`src/include/slip_pkg.sv`:
```
// Constants for the transmit slip buffer and its event flags
// Summary of operation
// Write into a full buffer drops one whole buffered frame, never part of one.
// Read from an empty buffer with no write in the same cycle sends the last whole frame again.
// Bit 7 of the event flags sets when a full buffer drops a frame.
// Bit 6 of the event flags sets when an empty buffer repeats a frame; the code also sets it on a pass-through read from empty.
// Bit 5 sets on either a frame drop or a frame repeat; the code also sets it on a pass-through read from empty.
// Flags are sticky, zero after reset, and clear when software reads them.
// Software reads bits 7 and 6 to learn which slip happened.
// An event in the cycle of a flag read keeps its flag set.
package slip_pkg;
    localparam int          DATA_W       = 8;
    localparam int          FRAME_LEN    = 24;
    localparam int          NUM_FRAMES   = 2;
    localparam int          DEPTH        = FRAME_LEN * NUM_FRAMES;
    localparam int          PTR_W        = 6;
    localparam int          ADDR_W       = 4;
    localparam logic [3:0]  ADDR_FLAGS   = 4'h0;
    localparam logic [3:0]  ADDR_MASK    = 4'h1;
    localparam logic [3:0]  ADDR_LEVEL   = 4'h2;
    localparam int          BIT_FULL     = 7;
    localparam int          BIT_EMPTY    = 6;
    localparam int          BIT_SLIP     = 5;
    localparam logic [7:0]  FLAGS_RST    = 8'h00;
    localparam logic [7:0]  MASK_RST     = 8'h00;
    localparam logic [7:0]  FLAG_BITS    = 8'hE0;
endpackage

```
`src/logic/frame_store.sv`:
```
// Frame storage memory for the slip buffer
`timescale 1ns/1ps
module frame_store (
    // Clock
    input  wire logic                              mclk,
    // Write side
    input  wire logic                              we,
    input  wire logic [slip_pkg::PTR_W-1:0]        waddr,
    input  wire logic [slip_pkg::DATA_W-1:0]       wdata,
    // Read side
    input  wire logic [slip_pkg::PTR_W-1:0]        raddr,
    output logic      [slip_pkg::DATA_W-1:0]       rdata
);
    logic [slip_pkg::DATA_W-1:0] mem [slip_pkg::DEPTH];

    always_ff @(posedge mclk) begin
        if (we) begin
            mem[waddr] <= wdata;
        end
        // Write-through: a byte written into an empty buffer may leave in the same cycle
        if (we && (waddr == raddr)) begin
            rdata <= wdata;
        end else begin
            rdata <= mem[raddr];
        end
    end
endmodule // frame_store

```
`src/logic/tx_slip_buffer_status.sv`:
```
// Transmit slip buffer with sticky slip event flags and interrupt
//
// Our own choices: the strobed register port and the register addresses.
`timescale 1ns/1ps
module tx_slip_buffer_status (
    // Clock and reset
    input  wire logic                              mclk,
    input  wire logic                              sys_rst,
    // System-side writer
    input  wire logic                              wr_en,
    input  wire logic [slip_pkg::DATA_W-1:0]       wr_data,
    // Line-side reader
    input  wire logic                              rd_en,
    output logic      [slip_pkg::DATA_W-1:0]       rd_data,
    output logic                                   rd_valid,
    // Register port
    input  wire logic [slip_pkg::ADDR_W-1:0]       reg_addr,
    input  wire logic [7:0]                        reg_wdata,
    input  wire logic                              reg_wr,
    input  wire logic                              reg_rd,
    output logic      [7:0]                        reg_rdata,
    // Interrupt
    output logic                                   irq
);
    typedef struct packed {
        logic [slip_pkg::PTR_W-1:0] wptr;
        logic [slip_pkg::PTR_W-1:0] rptr;
        logic [slip_pkg::PTR_W:0]   count;
        logic [7:0]                 flags;
        logic [7:0]                 mask;
        logic [7:0]                 rdata;
        logic                       rvalid;
        logic                       irq;
    } state_t;

    state_t st_r;
    state_t st_nxt;
    logic [slip_pkg::DATA_W-1:0] mem_q;
    logic                        mem_we;
    logic                        ev_full;
    logic                        ev_empty;
    logic                        flag_read;
    logic [slip_pkg::PTR_W-1:0] rd_addr;

    // Pointer step around the ring
    function automatic logic [slip_pkg::PTR_W-1:0] ring_add(
        input logic [slip_pkg::PTR_W-1:0] p, input int n);
        int s;
        s = (int'(p) + n) % slip_pkg::DEPTH;
        if (s < 0) begin
            s = s + slip_pkg::DEPTH;
        end
        return slip_pkg::PTR_W'(s);
    endfunction

    localparam int FL = slip_pkg::FRAME_LEN;
    localparam logic [slip_pkg::PTR_W:0] FULL_CNT = (slip_pkg::PTR_W+1)'(slip_pkg::DEPTH);

    assign flag_read = reg_rd && (reg_addr == slip_pkg::ADDR_FLAGS);
    assign ev_full   = wr_en && (st_r.count == FULL_CNT);
    assign ev_empty  = rd_en && (st_r.count == '0);
    assign mem_we    = wr_en;
    // Byte leaving now sits one behind the next read pointer, after a drop or a repeat too
    assign rd_addr   = ring_add(st_nxt.rptr, -1);

    frame_store u_store (
        .mclk  (mclk),
        .we    (mem_we),
        .waddr (st_r.wptr),
        .wdata (wr_data),
        .raddr (rd_addr),
        .rdata (mem_q)
    );

    always_comb begin
        logic [slip_pkg::PTR_W:0] cnt;
        logic [7:0]               set_v;
        cnt    = st_r.count;
        set_v  = 8'h00;
        st_nxt = st_r;
        st_nxt.rvalid = 1'b0;
        // Writer side
        if (wr_en) begin
            if (ev_full) begin
                // drop whole frame: oldest frame leaves, new byte enters
                st_nxt.rptr = ring_add(st_r.rptr, FL);
                cnt = cnt - (slip_pkg::PTR_W+1)'(FL) + 1'b1;
            end else begin
                cnt = cnt + 1'b1;
            end
            st_nxt.wptr = ring_add(st_r.wptr, 1);
        end
        // Reader side
        if (rd_en) begin
            if (ev_empty && !wr_en) begin
                // repeat whole frame: step back over last frame sent
                st_nxt.rptr = ring_add(st_r.rptr, 1 - FL);
                cnt = (slip_pkg::PTR_W+1)'(FL - 1);
            end else if (ev_empty) begin
                st_nxt.rptr = ring_add(st_r.rptr, 1);
                cnt = cnt - 1'b1;
            end else begin
                st_nxt.rptr = ring_add(st_nxt.rptr, 1);
                cnt = cnt - 1'b1;
            end
            st_nxt.rvalid = 1'b1;
        end
        st_nxt.count = cnt;
        // full flag
        set_v[slip_pkg::BIT_FULL]  = ev_full;
        // empty flag
        set_v[slip_pkg::BIT_EMPTY] = ev_empty;
        // combined slip flag
        set_v[slip_pkg::BIT_SLIP]  = ev_full || ev_empty;
        // clear on read, new event wins
        st_nxt.flags = (flag_read ? 8'h00 : st_r.flags) | set_v;
        // Register port
        if (reg_wr && reg_addr == slip_pkg::ADDR_MASK) begin
            st_nxt.mask = reg_wdata & slip_pkg::FLAG_BITS;
        end
        st_nxt.rdata = 8'h00;
        if (reg_rd) begin
            case (reg_addr)
                slip_pkg::ADDR_FLAGS: st_nxt.rdata = st_r.flags;
                slip_pkg::ADDR_MASK:  st_nxt.rdata = st_r.mask;
                slip_pkg::ADDR_LEVEL: st_nxt.rdata = {1'b0, st_r.count};
                default:              st_nxt.rdata = 8'h00;
            endcase
        end
        st_nxt.irq = |(st_nxt.flags & st_nxt.mask);
    end

    always_ff @(posedge mclk or posedge sys_rst) begin
        if (sys_rst) begin
            st_r <= '{wptr: '0, rptr: '0, count: '0, flags: slip_pkg::FLAGS_RST,
                      mask: slip_pkg::MASK_RST, rdata: 8'h00, rvalid: 1'b0, irq: 1'b0};
        end else begin
            st_r <= st_nxt;
        end
    end

    assign rd_data   = mem_q;
    assign rd_valid  = st_r.rvalid;
    assign reg_rdata = st_r.rdata;
    assign irq       = st_r.irq;
endmodule // tx_slip_buffer_status

```
`config.mk`:
```
export PLATFORM = sky130hd
export DESIGN_NAME = tx_slip_buffer_status
export DESIGN_NICKNAME = d
export VERILOG_FILES = /design/src/include/slip_pkg.sv /design/src/logic/frame_store.sv /design/src/logic/tx_slip_buffer_status.sv
export SDC_FILE = /design/constraint.sdc
export NUM_CORES = 1
export LEC_CHECK = 0
export BUFFER_PORTS_ARGS = -buffer_cell sky130_fd_sc_hd__buf_2
export CORE_ASPECT_RATIO = 0.75
export CORE_MARGIN = 4
export CORE_UTILIZATION = 60
export DETAILED_ROUTE_END_ITERATION = 10
export PLACE_DENSITY = 0.83
export SETUP_SLACK_MARGIN = 0.15
export SLEW_MARGIN = 40
export SYNTH_ARGS = -nofsm -noshare
export SYNTH_HDL_FRONTEND = slang
export SYNTH_SLANG_ARGS = --single-unit
```
`constraint.sdc`:
```
create_clock -name mclk -period 5.5 [get_ports mclk]
set_clock_uncertainty 0.1 [all_clocks]
set_input_delay 0.275 -clock mclk [delete_from_list [all_inputs] [get_ports mclk]]
set_output_delay 0.275 -clock mclk [all_outputs]
set_load 0.03 [all_outputs]
```
## After elaboration in Yosys (flattened, before gate mapping)

Memories as Yosys holds them, arrays and structs flattened. A register that Yosys moved wholly into a read port is not among the register bits.
Cells that the tools add are included.

| storage, ports and cells | value |
|---|---|
| register bits after elaboration | 45 |
| bits in latches | 0 |
| bits in writable memories | 384 |
| bits in read-only memories | 0 |
| bits of input ports | 26 |
| output and inout port bits | 18 |
| memories | 1 |

Memory list:

| memory | depth | bits a word | rd ports | clocked after Yosys merged registers in | write ports | RTL line | text |
|---|---|---|---|---|---|---|---|
| u_store.mem | 48 | 8 | 1 | 1 | 1 | frame_store.sv:14 | `logic [slip_pkg::DATA_W-1:0] mem [slip_pkg::DEPTH];` |

| cells by class | value |
|---|---|
| add/sub/neg operators | 16 |
| multiply operators | 0 |
| div/mod/pow operators | 6 |
| magnitude comparators | 6 |
| equal/unequal tests | 3 |
| shifts and indexed selects | 0 |
| mux-type cells | 22 |
| bitwise logic cells | 2 |
| reductions and logical operators | 10 |

Operator list:

| operator | number |
|---|---|
| $lt A32 B1 Y1 const B | 6 |
| $mod A32 B7 Y32 const B | 6 |
| $mux W6 | 11 |
| $add A6 B5 Y6 const B | 6 |
| $mux W7 | 4 |
| $mux W8 | 3 |
| $pmux W8 S3 | 1 |
| $add A6 B1 Y7 const B | 3 |
| $add A7 B1 Y7 const B | 2 |
| $add A7 B1 Y8 const B | 1 |
| $add A7 B6 Y8 const B | 1 |
| $and A8 B8 Y8 | 1 |
| $or A8 B8 Y8 | 1 |
| $reduce_or A8 Y1 | 1 |
| $add A6 B5 Y7 const B | 1 |
| $eq A7 B6 Y1 const B | 1 |
| $logic_not A7 Y1 | 1 |
| $sub A7 B1 Y7 const B | 1 |
| $sub A7 B5 Y7 const B | 1 |
| $logic_and A1 B1 Y1 | 5 |
| $eq A4 B1 Y1 const B | 1 |
| $eq A4 B2 Y1 const B | 1 |
| $logic_not A4 Y1 | 1 |
| $mux W1 | 3 |
| other kinds (2) | 2 |

## Longest topological paths before layout

Gate-level depths: netlist (run 1).

| depth | value |
|---|---|
| word-level depth | 17 |
| mapped depth | 19 |
| depth with buffers taken out | 16 |

## Hierarchy

A second synthesis (run 1) with hierarchy kept.

| second synthesis, totals | value |
|---|---|
| cells, all modules | 1214 |
| area, all modules | 18978.2 um^2 |

Modules (own cells, without submodules):

| module | times used | cells an instance | area each (um^2) | sequential area each (um^2) |
|---|---|---|---|---|
| frame_store | 1 | 791 | 15309.7 | 11651.2 |
| tx_slip_buffer_status | 1 | 423 | 3668.5 | 1126.1 |

## Least setup slack after synthesis (run 1)

Ideal clock, no wire load.

| path | value |
|---|---|
| kind | flip-flop to flip-flop |
| start point | reg st_r[36] (netlist bit) |
| end point | reg (tool-made name) |
| arrival time | 4022 ps |
| required time | 5338 ps |
| setup slack | 1316 ps |
| stages on the path, launching flop included | 20 |
| buffers on the path | 3 |
| period minus slack after synthesis | 4184 ps |
| cells stage by stage | dfrtp_1 clkbuf_1 inv_1 clkbuf_1 ha_1 clkbuf_1 xnor2_1 ha_1 nand4b_1 o21a_1 o31ai_4 nand2_1 xnor2_1 ha_1 inv_1 a211o_1 a31oi_1 o22a_4 or4_1 nand3_1 |

RTL lines:

| what | RTL line | text |
|---|---|---|
| start: declaration | tx_slip_buffer_status.sv:36 | `state_t st_r;` |
| start signal: assignment | tx_slip_buffer_status.sv:135 | `st_r <= '{wptr: '0, rptr: '0, count: '0, flags: slip_pkg::FLAGS_RST,` |
| start signal: assignment | tx_slip_buffer_status.sv:138 | `st_r <= st_nxt;` |

==> impl_results.md, run 1 <==
- Clock insertion delay at the later pin of the skew report: 0.54 ns
- Vias in the first global route: just under 10,000
- Outcome: complete, no violations
- Start point of the worst min-delay path: reg_addr[1]
- Max Slew Vio Count: 0
- Hold Path Cell Cnt: 4
- Utilization of the core after routing: 0.6726
- # port buffers: 38
- Remaining routing DRC violations: 0
- Final net count: 1,130
- Area growth from synthesis to final layout: 10.05%
- Filler cells: 1,870
- Number of max-cap violations: 0
- Worst Tran Pin Value: roughly 0.83 ns
- Clock tree from TritonCTS: yes
- P_sw: 3.434 mW
- Highest achievable clock rate: ~220 MHz
- Detailed placer's ending HPWL: between 20 and 25 mm
- Share of total power consumed by net switching: 0.3335
- Clk pin slew, worst setup/hold paths: approximately 0.06 ns
- Yosys reg bits: 435
- Overall die width: 210.8 um
- Synth Flop Type: sky130_fd_sc_hd__edfxtp_1
- Proportion of register bits with asynchronous set or reset after synthesis: 0.1034
- Netlist cell types: 66
- Overall track demand over capacity in global routing: 0.2370
- Number of antenna violations at the first check in global routing: 0
- Via total after detailed routing: ~9,900
- Final routed wirelength across all metal layers: 39.40 mm
- RePlAce Congestion: 0.8489
- Clock root buffer: sky130_fd_sc_hd__clkbuf_16
- DIE AREA: 0.03375 mm^2
- Required time at the worst-slack endpoint: 5.88 ns
- Via density per instance: 6.538
- Die height: ~160 um
- Worst slew slack as a fraction of its limit: 0.4433
- Internal portion of total power: 6.861 mW
- Share of the clock period used by the worst path after layout: 0.8451
- Post-synthesis mux area share: 0.1602
- Number of hold violations in the final report: 0
- Worst reg2reg path depth: 16
- Worst hold slack: slightly below 0.08 ns
- Simple-gate share of the synthesized area: 0.06510
- Biggest area contributors in the synthesized netlist: sky130_fd_sc_hd__edfxtp_1, sky130_fd_sc_hd__mux4_2, sky130_fd_sc_hd__dfrtp_1, sky130_fd_sc_hd__nor2_1, sky130_fd_sc_hd__ha_1
- Setup TNS Final: 0 ns
- Register area share after synthesis: 0.6904
- Setup CP Type: flip-flop to flip-flop
- Unrepaired setup endpoints after global routing: false
- Hold crit path type: input pin to flip-flop
- Arithmetic-cell share of the synthesized area counting full adders, half adders and majority gates: 0.01284
- Antenna cells: 0
- Clock share of power: 0.259
- Dominant combinational cell family by area after synthesis: multiplexers
- Drt wl/cell: 26.00 um
- Largest vdd supply drop: 0.4104 mV
- Number of synthesized flops with an enable pin: between 300 and 400
- Row count: 55
- Top cell type's share of synthesized area: 0.6230
- CTS H-tree depth: 2
- Number of buffers created by CTS: 40
- Placeable core area: 0.03028 mm^2
- Xor-xnor portion of the synthesized cell area: 0.01798
- Mapped Nets: between 1,000 and 1,500
- Reg2Reg Launch Point: st_r[36]$_DFF_PP0_
- Summed instance area of the synthesized netlist: 0.01851 mm^2
- Setup slack of the most critical reg-to-reg path: roughly 0.85 ns
- Leak Pwr: about 6.8 nW
- CP max FO: 22
- Gate count of the mapped netlist: 1,064
- Overall power after layout: between 10 and 15 mW
- Maximum number of pins on one net before global-route repair: 49
- Initial standard-cell utilization of the core: 0.6112
- Average size of a mapped cell: 17.39 um^2
- Largest area contributor in the synthesized netlist: sky130_fd_sc_hd__edfxtp_1
- Post-cts resize count: 0
- Yosys Warn Count: 0
- Portion of total power attributed to sequential cells: 0.421
- Initial detailed-routing violation count: between 1,000 and 1,500
- Wire length of the first global-routing pass: 60.67 mm
- TritonCTS sink count: 435
- Nature of the critical path startpoint: flip-flop
- Share of final-layout standard cells stronger than drive strength 1: 0.2437
- Endpoint with the worst hold slack: reg_rdata[4]$_DFF_PP0_
- # setup viols final: 0
- Power density cells: 505.5 mW/mm^2
- CP Data Arrival Time: slightly above 5 ns
- Capturing element type of the critical path: flip-flop
- Period minus WS final: ~4.6 ns
- Setup Fix Bufs, Post-CTS: 0
- Count leader, synth: sky130_fd_sc_hd__edfxtp_1
- Remaining Overflow, GRT: 0
- Top cells by instance count after synthesis: sky130_fd_sc_hd__edfxtp_1, sky130_fd_sc_hd__mux4_2, sky130_fd_sc_hd__nor2_1
- Top-level I/O count: 44
- Complex-gate fraction of the synthesized area: 0.03245
- Placed Instances: 1,435
- Number of buffers on the longest clock path: 3
- Antenna-violating nets left: 0
- Part of the power in combinational logic: 0.320
- Final non-filler cell total: 1,515
- TritonRoute pass-1 iters: 5
[layout make-up]
cell class              instances  area (um^2)  share of cell area
clock buffers                  48         1052             0.05166
clock inverters                25        183.9            0.009031
inverters                      17        66.31            0.003256
multi-input cells             537         5403              0.2653
flip-flops and latches        435        12790              0.6280
well taps                     399        499.2             0.02451
repair buffers                 54        372.9             0.01831
[stage by stage]
step           cell area (um^2)  setup slack (ns)
6_report                  20370            0.8519
5_1_grt                   20370            0.5561
2_1_floorplan             18510             1.316
4_1_cts                   20290            0.9298
3_3_place_gp              18950             1.046
3_5_place_dp              18980            0.9390
[how the worst max path moves through the flow]
stage,from,endpoint,slack [ns]
floorplan,st_r[36]$_DFF_PP0_,flip-flop,1.32
global placement,st_r[36]$_DFF_PP0_,flip-flop,1.05
detailed placement,st_r[36]$_DFF_PP0_,flip-flop,0.94
CTS,st_r[36]$_DFF_PP0_,flip-flop,0.93
global route,st_r[36]$_DFF_PP0_,flip-flop,0.56
finish,st_r[36]$_DFF_PP0_,flip-flop,0.85
[power groups by stage]
| stage | sequential (mW) | combinational, mW | clock, mW |
|---|---|---|---|
| after global placement | 4.43 | 3.07 | 0 |
| after floorplan | 3.96 | 2.76 | 0 |
| after detailed placement | 4.40 | 3.21 | 0 |
| after global routing | 4.39 | 3.52 | 2.86 |
| after CTS | 4.34 | 3.26 | 2.70 |
| final | 4.34 | 3.29 | 2.67 |
[flip-flops by register name (all words and copies together), names as in the netlist, named ones only]
name / cells
u_store.mem: 384
rd_valid: 1
reg_rdata: 8
irq: 1
st_r: 35
[cells in the final DEF, fill, tap and decap left out, types with 7 or more instances in the layout]
master and instances:
sky130_fd_sc_hd__and2_1 11, sky130_fd_sc_hd__clkbuf_16 41, sky130_fd_sc_hd__nand2_1 59, sky130_fd_sc_hd__xor2_1 11, sky130_fd_sc_hd__nand3_1 21, sky130_fd_sc_hd__clkinv_2 10
sky130_fd_sc_hd__nor2_1 58, sky130_fd_sc_hd__o21ai_0 21, sky130_fd_sc_hd__or3_1 7, sky130_fd_sc_hd__ha_1 19, sky130_fd_sc_hd__nand2b_1 9, sky130_fd_sc_hd__a21oi_1 22
sky130_fd_sc_hd__xnor2_1 27, sky130_fd_sc_hd__mux4_2 120, sky130_fd_sc_hd__nor2_2 25, sky130_fd_sc_hd__nor2b_1 13, sky130_fd_sc_hd__buf_2 30, sky130_fd_sc_hd__dlygate4sd3_1 7
sky130_fd_sc_hd__dfrtp_1 45, sky130_fd_sc_hd__a31oi_1 7, sky130_fd_sc_hd__edfxtp_1 384, sky130_fd_sc_hd__inv_1 16, sky130_fd_sc_hd__nor3_1 14, sky130_fd_sc_hd__clkinv_1 7
sky130_fd_sc_hd__clkbuf_1 7, sky130_fd_sc_hd__mux2i_1 19, sky130_fd_sc_hd__buf_4 15
[routing by layer]
layer / up-vias / track usage / part of all wire
li1: 4203 / - / -
met1: 5046 / 0.3614 / 0.41
met2: 556 / 0.3582 / 0.48
met3: 100 / 0.04556 / 0.087
met4: 0 / 0.06834 / 0.030
met5: - / 0 / 0
[critical path, cell delays in order, from the launching register on]
cell	delay, ns
sky130_fd_sc_hd__dfrtp_1	0.77
sky130_fd_sc_hd__inv_1	0.38
sky130_fd_sc_hd__ha_1	0.41
sky130_fd_sc_hd__xnor2_1	0.16
sky130_fd_sc_hd__ha_1	0.29
sky130_fd_sc_hd__nand4b_1	0.22
sky130_fd_sc_hd__o21a_1	0.24
sky130_fd_sc_hd__o31ai_4	0.29
sky130_fd_sc_hd__nand2_1	0.15
sky130_fd_sc_hd__xnor2_1	0.15
sky130_fd_sc_hd__ha_1	0.29
sky130_fd_sc_hd__inv_1	0.06
sky130_fd_sc_hd__a211o_1	0.12
sky130_fd_sc_hd__a31oi_1	0.08
sky130_fd_sc_hd__o22a_4	0.26
sky130_fd_sc_hd__or4_1	0.51
sky130_fd_sc_hd__nand3_1	0.08
[timing repair]
item	4_1_cts	5_1_grt
endpoints found under the hold margin	50	0
hold buffers	7	0
setup endpoints to repair	0	0
[logic make-up (layout without fill, tap and decap cells)]
family	count (synthesis)	after routing
and+or+nand+nor	250	250
xor gates and xnor gates	38	38
muxes	145	145
adders and majority gates	19	19
AOI/OAI and AO/OA	85	85
DFF	435	435
buffers and inverters	92	144
Note: power is estimated with default switching activity, not from simulation.
==> run 2: changes to the inputs <==
Settings changed: CORE_UTILIZATION 60 to 56, PLACE_DENSITY 0.83 to 0.81.
Clock period 5.5 ns to 3.8 ns, I/O delays scaled along.
==> run 2 against run 1 <==
Via count rose by 1.1%; global-route usage down 1.2 points; non-clock buffer count is 25 higher; critical path type unchanged.
==> impl_results.md, run 2 (same netlist as run 1, synthesis figures left out) <==
- Share of total power consumed by net switching: 0.3316 (was 0.3335)
- Wire length of the first global-routing pass: 61.00 mm (was 60.67 mm)
- Period minus WS final: 3.656 ns (was 4.648 ns)
- Buffer and inverter count on the worst path: 3 (was 2)
- Overall power after layout: 15.32 mW (was 10.29 mW)
- Portion of total power attributed to sequential cells: 0.396 (was 0.421)
- Placeable core area: 0.03252 mm^2 (was 0.03028 mm^2)
- Via total after detailed routing: 10,020 (was 9,905)
- Maximum number of pins on one net before global-route repair: 49 (unchanged)
- Part of the power in combinational logic: 0.345 (was 0.320)
- CP startpoint: st_r[36]$_DFF_PP0_ (unchanged)
- Final non-filler cell total: 1,588 (was 1,515)
- Number of hold violations in the final report: 0 (unchanged)
- CTS H-tree depth: 2 (unchanged)
- Placed Instances: 1,492 (was 1,435)
- Number of max-cap violations: 0 (unchanged)
- Top-level I/O count: 44 (unchanged)
- Required time at the worst-slack endpoint: 4.18 ns (was 5.88 ns)
- CP max FO: 7 (was 22)
- Initial standard-cell utilization of the core: 0.5691 (was 0.6112)
- Power density cells: 738.5 mW/mm^2 (was 505.5 mW/mm^2)
- Commonest non-fill, non-tap cell in the layout: sky130_fd_sc_hd__edfxtp_1 (unchanged)
- Worst Tran Pin Value: 0.8662 ns (was 0.8339 ns)
- Via density per instance: 6.308 (was 6.538)
- Detailed placer's ending HPWL: 24.16 mm (was 23.63 mm)
- Internal portion of total power: 10.24 mW (was 6.861 mW)
- Cell Chain, Critical Path: inv_2 -> ha_4 -> xnor2_2 -> ha_1 -> nand4b_1 -> buf_4 -> o21ai_0 -> o311ai_4 -> nand2_1 -> nor2_1 -> ha_1 -> inv_1 -> a211o_1 -> a31oi_2 -> o22a_4 -> or4bb_1 -> nand3_1 (was inv_1 -> ha_1 -> xnor2_1 -> ha_1 -> nand4b_1 -> o21a_1 -> o31ai_4 -> nand2_1 -> xnor2_1 -> ha_1 -> inv_1 -> a211o_1 -> a31oi_1 -> o22a_4 -> or4_1 -> nand3_1)
- Setup TNS Final: 0 ns (unchanged)
- Outcome: complete, no violations (unchanged)
- Remaining Overflow, GRT: 0 (unchanged)
- Number of antenna violations at the first check in global routing: 0 (unchanged)
- Slowest stage delay, CP: 0.50 ns (was 0.77 ns)
- Most frequent cells in the layout: sky130_fd_sc_hd__edfxtp_1, sky130_fd_sc_hd__mux4_2, sky130_fd_sc_hd__nor2_1, sky130_fd_sc_hd__nand2_1 (was sky130_fd_sc_hd__edfxtp_1, sky130_fd_sc_hd__mux4_2, sky130_fd_sc_hd__nand2_1, sky130_fd_sc_hd__nor2_1, sky130_fd_sc_hd__dfrtp_1)
- Highest achievable clock rate: 273.6 MHz (was 215.1 MHz)
- Worst hold slack: 0.04304 ns (was 0.07739 ns)
- # port buffers: 38 (unchanged)
- Capturing element type of the critical path: flip-flop (unchanged)
- RePlAce Congestion: 0.8600 (was 0.8489)
- Minimum setup slack after placement: 0.1041 ns (was 0.9390 ns)
- TritonCTS sink count: 435 (unchanged)
- Clk pin slew, worst setup/hold paths: 0.07 ns (was 0.06 ns)
- Vias in the first global route: 9,925 (was 9,879)
- Number of buffers on the longest clock path: 3 (unchanged)
- Setup CP Type: flip-flop to flip-flop (unchanged)
- Antenna-violating nets left: 0 (unchanged)
- # setup viols final: 0 (unchanged)
- Worst slew slack as a fraction of its limit: 0.4204 (was 0.4433)
- Post-route cell area: 0.02074 mm^2 (was 0.02037 mm^2)
- Most frequent cell on the critical path: sky130_fd_sc_hd__ha_1 (unchanged)
- Leak Pwr: 6.934 nW (was 6.765 nW)
- Clock share of power: 0.258 (was 0.259)
- Max Slew Vio Count: 0 (unchanged)
- Critical path's top delay family: compound AO/OA/AOI/OAI gates (was adder cells)
- Largest vdd supply drop: 0.3879 mV (was 0.4104 mV)
- Number of flip-flops under the largest register name: 384 (unchanged)
- Filler cells: 2,189 (was 1,870)
- Setup slack of the most critical reg-to-reg path: 0.14 ns (was 0.85 ns)
- Final net count: 1,157 (was 1,130)
- Nature of the critical path startpoint: flip-flop (unchanged)
- Utilization of the core after routing: 0.6378 (was 0.6726)
- Hold crit path type: input pin to flip-flop (unchanged)
- Initial detailed-routing violation count: 1,150 (was 1,374)
- Die height: 165.4 um (was 160.1 um)
- Share of the clock period used by the worst path after layout: 0.9620 (was 0.8451)
- TritonRoute pass-1 iters: 5 (unchanged)
- Number of buffers created by CTS: 42 (was 40)
- Start point of the worst min-delay path: reg_addr[3] (was reg_addr[1])
- Row count: 57 (was 55)
- CP Data Arrival Time: 4.03 ns (was 5.03 ns)
- Share of final-layout standard cells stronger than drive strength 1: 0.2583 (was 0.2437)
- Remaining routing DRC violations: 0 (unchanged)
- Cell at the slowest stage of the critical path: sky130_fd_sc_hd__or4bb_1 (was sky130_fd_sc_hd__dfrtp_1)
- Overall track demand over capacity in global routing: 0.2251 (was 0.2370)
- Most flop-heavy register: u_store.mem (unchanged)
- Placement Cell Area: 0.01918 mm^2 (was 0.01898 mm^2)
- Final routed wirelength across all metal layers: 40.14 mm (was 39.40 mm)
- P_sw: 5.080 mW (was 3.434 mW)
- Reg2Reg Launch Point: st_r[36]$_DFF_PP0_ (unchanged)
- Clock root buffer: sky130_fd_sc_hd__clkbuf_16 (unchanged)
- Fin worst setup slack: 0.1445 ns (was 0.8519 ns)
- Clock insertion delay at the later pin of the skew report: 0.54 ns (about the same)
- Antenna cells: 0 (unchanged)
- Area growth from synthesis to final layout: 12.07% (was 10.05%)
- Drt wl/cell: 25.27 um (was 26.00 um)
- DIE AREA: 0.03605 mm^2 (was 0.03375 mm^2)
- Unrepaired setup endpoints after global routing: true (was false)
- Overall die width: 217.9 um (was 210.8 um)
- Clock tree from TritonCTS: yes (unchanged)
-- run 2: cell types whose count changed in the layout (fill, tap and decap cells not counted), moves of 2 or more --
cell	change
sky130_fd_sc_hd__xnor2_2	+2
sky130_fd_sc_hd__inv_1	-2
sky130_fd_sc_hd__xnor2_1	-2
sky130_fd_sc_hd__buf_4	+18
sky130_fd_sc_hd__nor2_1	+6
sky130_fd_sc_hd__clkbuf_16	+4
sky130_fd_sc_hd__clkinv_2	-4
sky130_fd_sc_hd__buf_12	+2
sky130_fd_sc_hd__ha_1	-2
sky130_fd_sc_hd__clkinv_1	+7
sky130_fd_sc_hd__dfxtp_2	+2
sky130_fd_sc_hd__inv_2	+2
sky130_fd_sc_hd__dlygate4sd3_1	+3
sky130_fd_sc_hd__nor2_2	-6
-- run 2: worst register-to-register path, cell delays in order (launching register included) --
cell                       delay [ns]
sky130_fd_sc_hd__dfrtp_1         0.40
sky130_fd_sc_hd__inv_2           0.07
sky130_fd_sc_hd__ha_4            0.18
sky130_fd_sc_hd__xnor2_2         0.13
sky130_fd_sc_hd__ha_1            0.26
sky130_fd_sc_hd__nand4b_1        0.20
sky130_fd_sc_hd__buf_4           0.16
sky130_fd_sc_hd__o21ai_0         0.34
sky130_fd_sc_hd__o311ai_4        0.17
sky130_fd_sc_hd__nand2_1         0.12
sky130_fd_sc_hd__nor2_1          0.05
sky130_fd_sc_hd__ha_1            0.30
sky130_fd_sc_hd__inv_1           0.05
sky130_fd_sc_hd__a211o_1         0.13
sky130_fd_sc_hd__a31oi_2         0.08
sky130_fd_sc_hd__o22a_4          0.26
sky130_fd_sc_hd__or4bb_1         0.50
sky130_fd_sc_hd__nand3_1         0.08
-- run 2: final timing paths --
check | to | cells after the start
max | flip-flop | 17
min | reg_rdata[6]$_DFF_PP0_ | 4
max reg2reg | flip-flop | 17
min reg2reg | st_r[21]$_DFF_PP0_ | 1
max in group asynchronous | irq$_DFF_PP0_ | 3
min in group asynchronous | st_r[12]$_DFF_PP0_ | 3
-- run 2: layer usage --
layer,vias up,part of all wire,global-route usage
met5,-,0,0
met4,0,0.017,0.05053
met3,55,0.092,0.04244
met2,467,0.47,0.3453
met1,5223,0.42,0.3445
li1,4272,-,-
-- run 2: power groups by stage --
stage               sequential (mW)  combinational (mW)  clock (mW)
floorplan                      5.74                4.07           0
global placement               6.15                4.92           0
detailed placement             6.18                5.05           0
CTS                            6.09                5.11        4.01
global route                   6.13                5.63        4.25
finish                         6.07                5.29        3.96
-- run 2: layout make-up --
cell class | instances | area (um^2) | area share
sequential | 435 | 12790 | 0.6166
multi-input combinational | 537 | 5429 | 0.2617
clock buffer | 52 | 1152 | 0.05556
timing repair buffer | 79 | 604.3 | 0.02914
tap | 442 | 553.0 | 0.02666
clock inverter | 26 | 147.6 | 0.007118
inverter | 17 | 66.31 | 0.003197
-- run 2: timing repair --
action	CTS	global route
resized for setup	1	7
endpoints found under the hold margin	57	0
endpoints found under the setup margin	2	4
hold buffers	10	0
setup buffers	0	8
pin swaps	1	13
==> run 3: changes to the inputs <==
Settings changed: SETUP_SLACK_MARGIN 0.15 to default.
==> run 3 against run 2 <==
Worst hold slack better by 0.0013 ns; count of clock-buffer cells in the layout unchanged; clock power about the same; routed wire length down 0.49%; non-clock buffer count down 4; worst setup slack better by 0.066 ns; maximum frequency up 1.8%; register-to-register slack better by 0.07 ns; first-iteration DRC count down 2.3%.
==> impl_results.md, run 3 (same netlist as run 1, synthesis figures left out) <==
- RePlAce Congestion: 0.8600 (unchanged)
- Fin worst setup slack: 0.2105 ns (was 0.1445 ns)
- Hold crit path type: input pin to flip-flop (unchanged)
- Area growth from synthesis to final layout: 11.84% (was 12.07%)
- CP Data Arrival Time: 3.97 ns (was 4.03 ns)
- Share of total power consumed by net switching: 0.3317 (was 0.3316)
- Overall power after layout: 15.27 mW (was 15.32 mW)
- Nature of the critical path startpoint: flip-flop (unchanged)
- Number of buffers created by CTS: 42 (unchanged)
- Capturing element type of the critical path: flip-flop (unchanged)
- Worst reg2reg path depth: 16 (was 17)
- Required time at the worst-slack endpoint: 4.18 ns (about the same)
- Max Slew Vio Count: 0 (unchanged)
- Part of the power in combinational logic: 0.342 (was 0.345)
- Antenna-violating nets left: 0 (unchanged)
- Portion of total power attributed to sequential cells: 0.399 (was 0.396)
- Final net count: 1,153 (was 1,157)
- Clock share of power: 0.259 (was 0.258)
- Drt wl/cell: 25.21 um (was 25.27 um)
- P_sw: 5.066 mW (was 5.080 mW)
- Number of flip-flops under the largest register name: 384 (unchanged)
- TritonRoute pass-1 iters: 5 (unchanged)
- Setup TNS Final: 0 ns (unchanged)
- Top-level I/O count: 44 (unchanged)
- Clk pin slew, worst setup/hold paths: 0.07 ns (about the same)
- # setup viols final: 0 (unchanged)
- Worst hold slack: 0.04437 ns (was 0.04304 ns)
- Placeable core area: 0.03252 mm^2 (unchanged)
- DIE AREA: 0.03605 mm^2 (unchanged)
- Number of hold violations in the final report: 0 (unchanged)
- Setup CP Type: flip-flop to flip-flop (unchanged)
- Leak Pwr: 6.906 nW (was 6.934 nW)
- Critical path's top delay family: compound AO/OA/AOI/OAI gates (unchanged)
- Cell at the slowest stage of the critical path: sky130_fd_sc_hd__or4bb_1 (unchanged)
- Initial standard-cell utilization of the core: 0.5691 (unchanged)
- Internal portion of total power: 10.21 mW (was 10.24 mW)
- Wire length of the first global-routing pass: 60.98 mm (was 61.00 mm)
- Commonest non-fill, non-tap cell in the layout: sky130_fd_sc_hd__edfxtp_1 (unchanged)
- Remaining routing DRC violations: 0 (unchanged)
- Minimum setup slack after placement: 0.1041 ns (unchanged)
- Largest vdd supply drop: 0.3899 mV (was 0.3879 mV)
- Number of antenna violations at the first check in global routing: 0 (unchanged)
- Remaining Overflow, GRT: 0 (unchanged)
- Most frequent cells in the layout: sky130_fd_sc_hd__edfxtp_1, sky130_fd_sc_hd__mux4_2, sky130_fd_sc_hd__nor2_1, sky130_fd_sc_hd__nand2_1 (unchanged)
- CP startpoint: st_r[37]$_DFF_PP0_ (was st_r[36]$_DFF_PP0_)
- Initial detailed-routing violation count: 1,124 (was 1,150)
- Buffer and inverter count on the worst path: 2 (was 3)
- Period minus WS final: 3.589 ns (was 3.656 ns)
- Crit path depth: 16 (was 17)
- Clock tree from TritonCTS: yes (unchanged)
- Highest achievable clock rate: 278.6 MHz (was 273.6 MHz)
- Number of max-cap violations: 0 (unchanged)
- Antenna cells: 0 (unchanged)
- Number of buffers on the longest clock path: 3 (unchanged)
- Post-route cell area: 0.02070 mm^2 (was 0.02074 mm^2)
- Cell Chain, Critical Path: inv_1 -> ha_4 -> xnor2_2 -> ha_1 -> nand4b_1 -> o21a_1 -> o31ai_4 -> nand2_2 -> xnor2_1 -> ha_1 -> inv_1 -> a211o_1 -> a31oi_1 -> o22a_4 -> or4bb_1 -> nand3_1 (was inv_2 -> ha_4 -> xnor2_2 -> ha_1 -> nand4b_1 -> buf_4 -> o21ai_0 -> o311ai_4 -> nand2_1 -> nor2_1 -> ha_1 -> inv_1 -> a211o_1 -> a31oi_2 -> o22a_4 -> or4bb_1 -> nand3_1)
- Outcome: complete, no violations (unchanged)
- Clock insertion delay at the later pin of the skew report: 0.54 ns (about the same)
- Maximum number of pins on one net before global-route repair: 49 (unchanged)
- Die height: 165.4 um (unchanged)
- Via total after detailed routing: 10,040 (was 10,020)
- TritonCTS sink count: 435 (unchanged)
- CTS H-tree depth: 2 (unchanged)
- Power density cells: 737.9 mW/mm^2 (was 738.5 mW/mm^2)
- Final routed wirelength across all metal layers: 39.94 mm (was 40.14 mm)
- Clock root buffer: sky130_fd_sc_hd__clkbuf_16 (unchanged)
- # port buffers: 38 (unchanged)
- Final non-filler cell total: 1,584 (was 1,588)
- Slowest stage delay, CP: 0.47 ns (was 0.50 ns)
- Start point of the worst min-delay path: wr_data[1] (was reg_addr[3])
- CP max FO: 8 (was 7)
- Reg2Reg Launch Point: st_r[37]$_DFF_PP0_ (was st_r[36]$_DFF_PP0_)
- Overall track demand over capacity in global routing: 0.2252 (was 0.2251)
- Overall die width: 217.9 um (unchanged)
- Via density per instance: 6.335 (was 6.308)
- Detailed placer's ending HPWL: 24.16 mm (unchanged)
- Share of final-layout standard cells stronger than drive strength 1: 0.2548 (was 0.2583)
- Setup slack of the most critical reg-to-reg path: 0.21 ns (was 0.14 ns)
- Placed Instances: 1,492 (unchanged)
- Worst slew slack as a fraction of its limit: 0.4014 (was 0.4204)
- Share of the clock period used by the worst path after layout: 0.9446 (was 0.9620)
- Utilization of the core after routing: 0.6365 (was 0.6378)
- Most flop-heavy register: u_store.mem (unchanged)
- Row count: 57 (unchanged)
- Vias in the first global route: 9,923 (was 9,925)
- Worst Tran Pin Value: 0.8947 ns (was 0.8662 ns)
- Placement Cell Area: 0.01918 mm^2 (unchanged)
run 3: cell count changes in the layout (fill, tap and decap cells not counted), sizes merged:
cell	delta
buf	-4
run 3: worst min-delay path by stage:
stage,endpoint,slack (ns),depth (start not counted)
global placement,reg_rdata[7]$_DFF_PP0_,0.35,3
detailed placement,reg_rdata[2]$_DFF_PP0_,0.21,2
floorplan,rd_valid$_DFF_PP0_,0.12,0
finish,u_store.mem[18][1]$_DFFE_PP_,0.04,1
global route,reg_rdata[6]$_DFF_PP0_,0.06,4
CTS,reg_rdata[6]$_DFF_PP0_,0.0008,4
run 3: power groups by stage:
stage                     clock (mW)  combinational (mW)  sequential [mW]
final                           3.96                5.22             6.10
after detailed placement           0                5.05             6.18
after floorplan                    0                4.07             5.74
after global placement             0                4.92             6.15
after CTS                       4.01                5.11             6.09
after global routing            4.25                5.55             6.16
run 3: final cells by class:
type                    count  area (um^2)
multi-input cells         537         5429
repair buffers             75        563.0
fillers                  2196        11820
flip-flops and latches    435        12790
clock buffers              52         1152
clock inverters            26        147.6
well taps                 442        553.0
inverters                  17        66.31
run 3: timing repair:
item	CTS	global route
setup endpoints to repair	0	3
hold buffers	10	0
gates resized for setup	0	8
setup buffers	0	4
endpoints found under the hold margin	57	0
run 3: per-layer routing:
layer | track usage | vias up | wire [um]
met5 | 0 | - | 0
met4 | 0.05053 | 0 | 654
met3 | 0.04244 | 58 | 3704
met2 | 0.3454 | 506 | 18880
met1 | 0.3445 | 5204 | 16700
li1 | - | 4267 | -
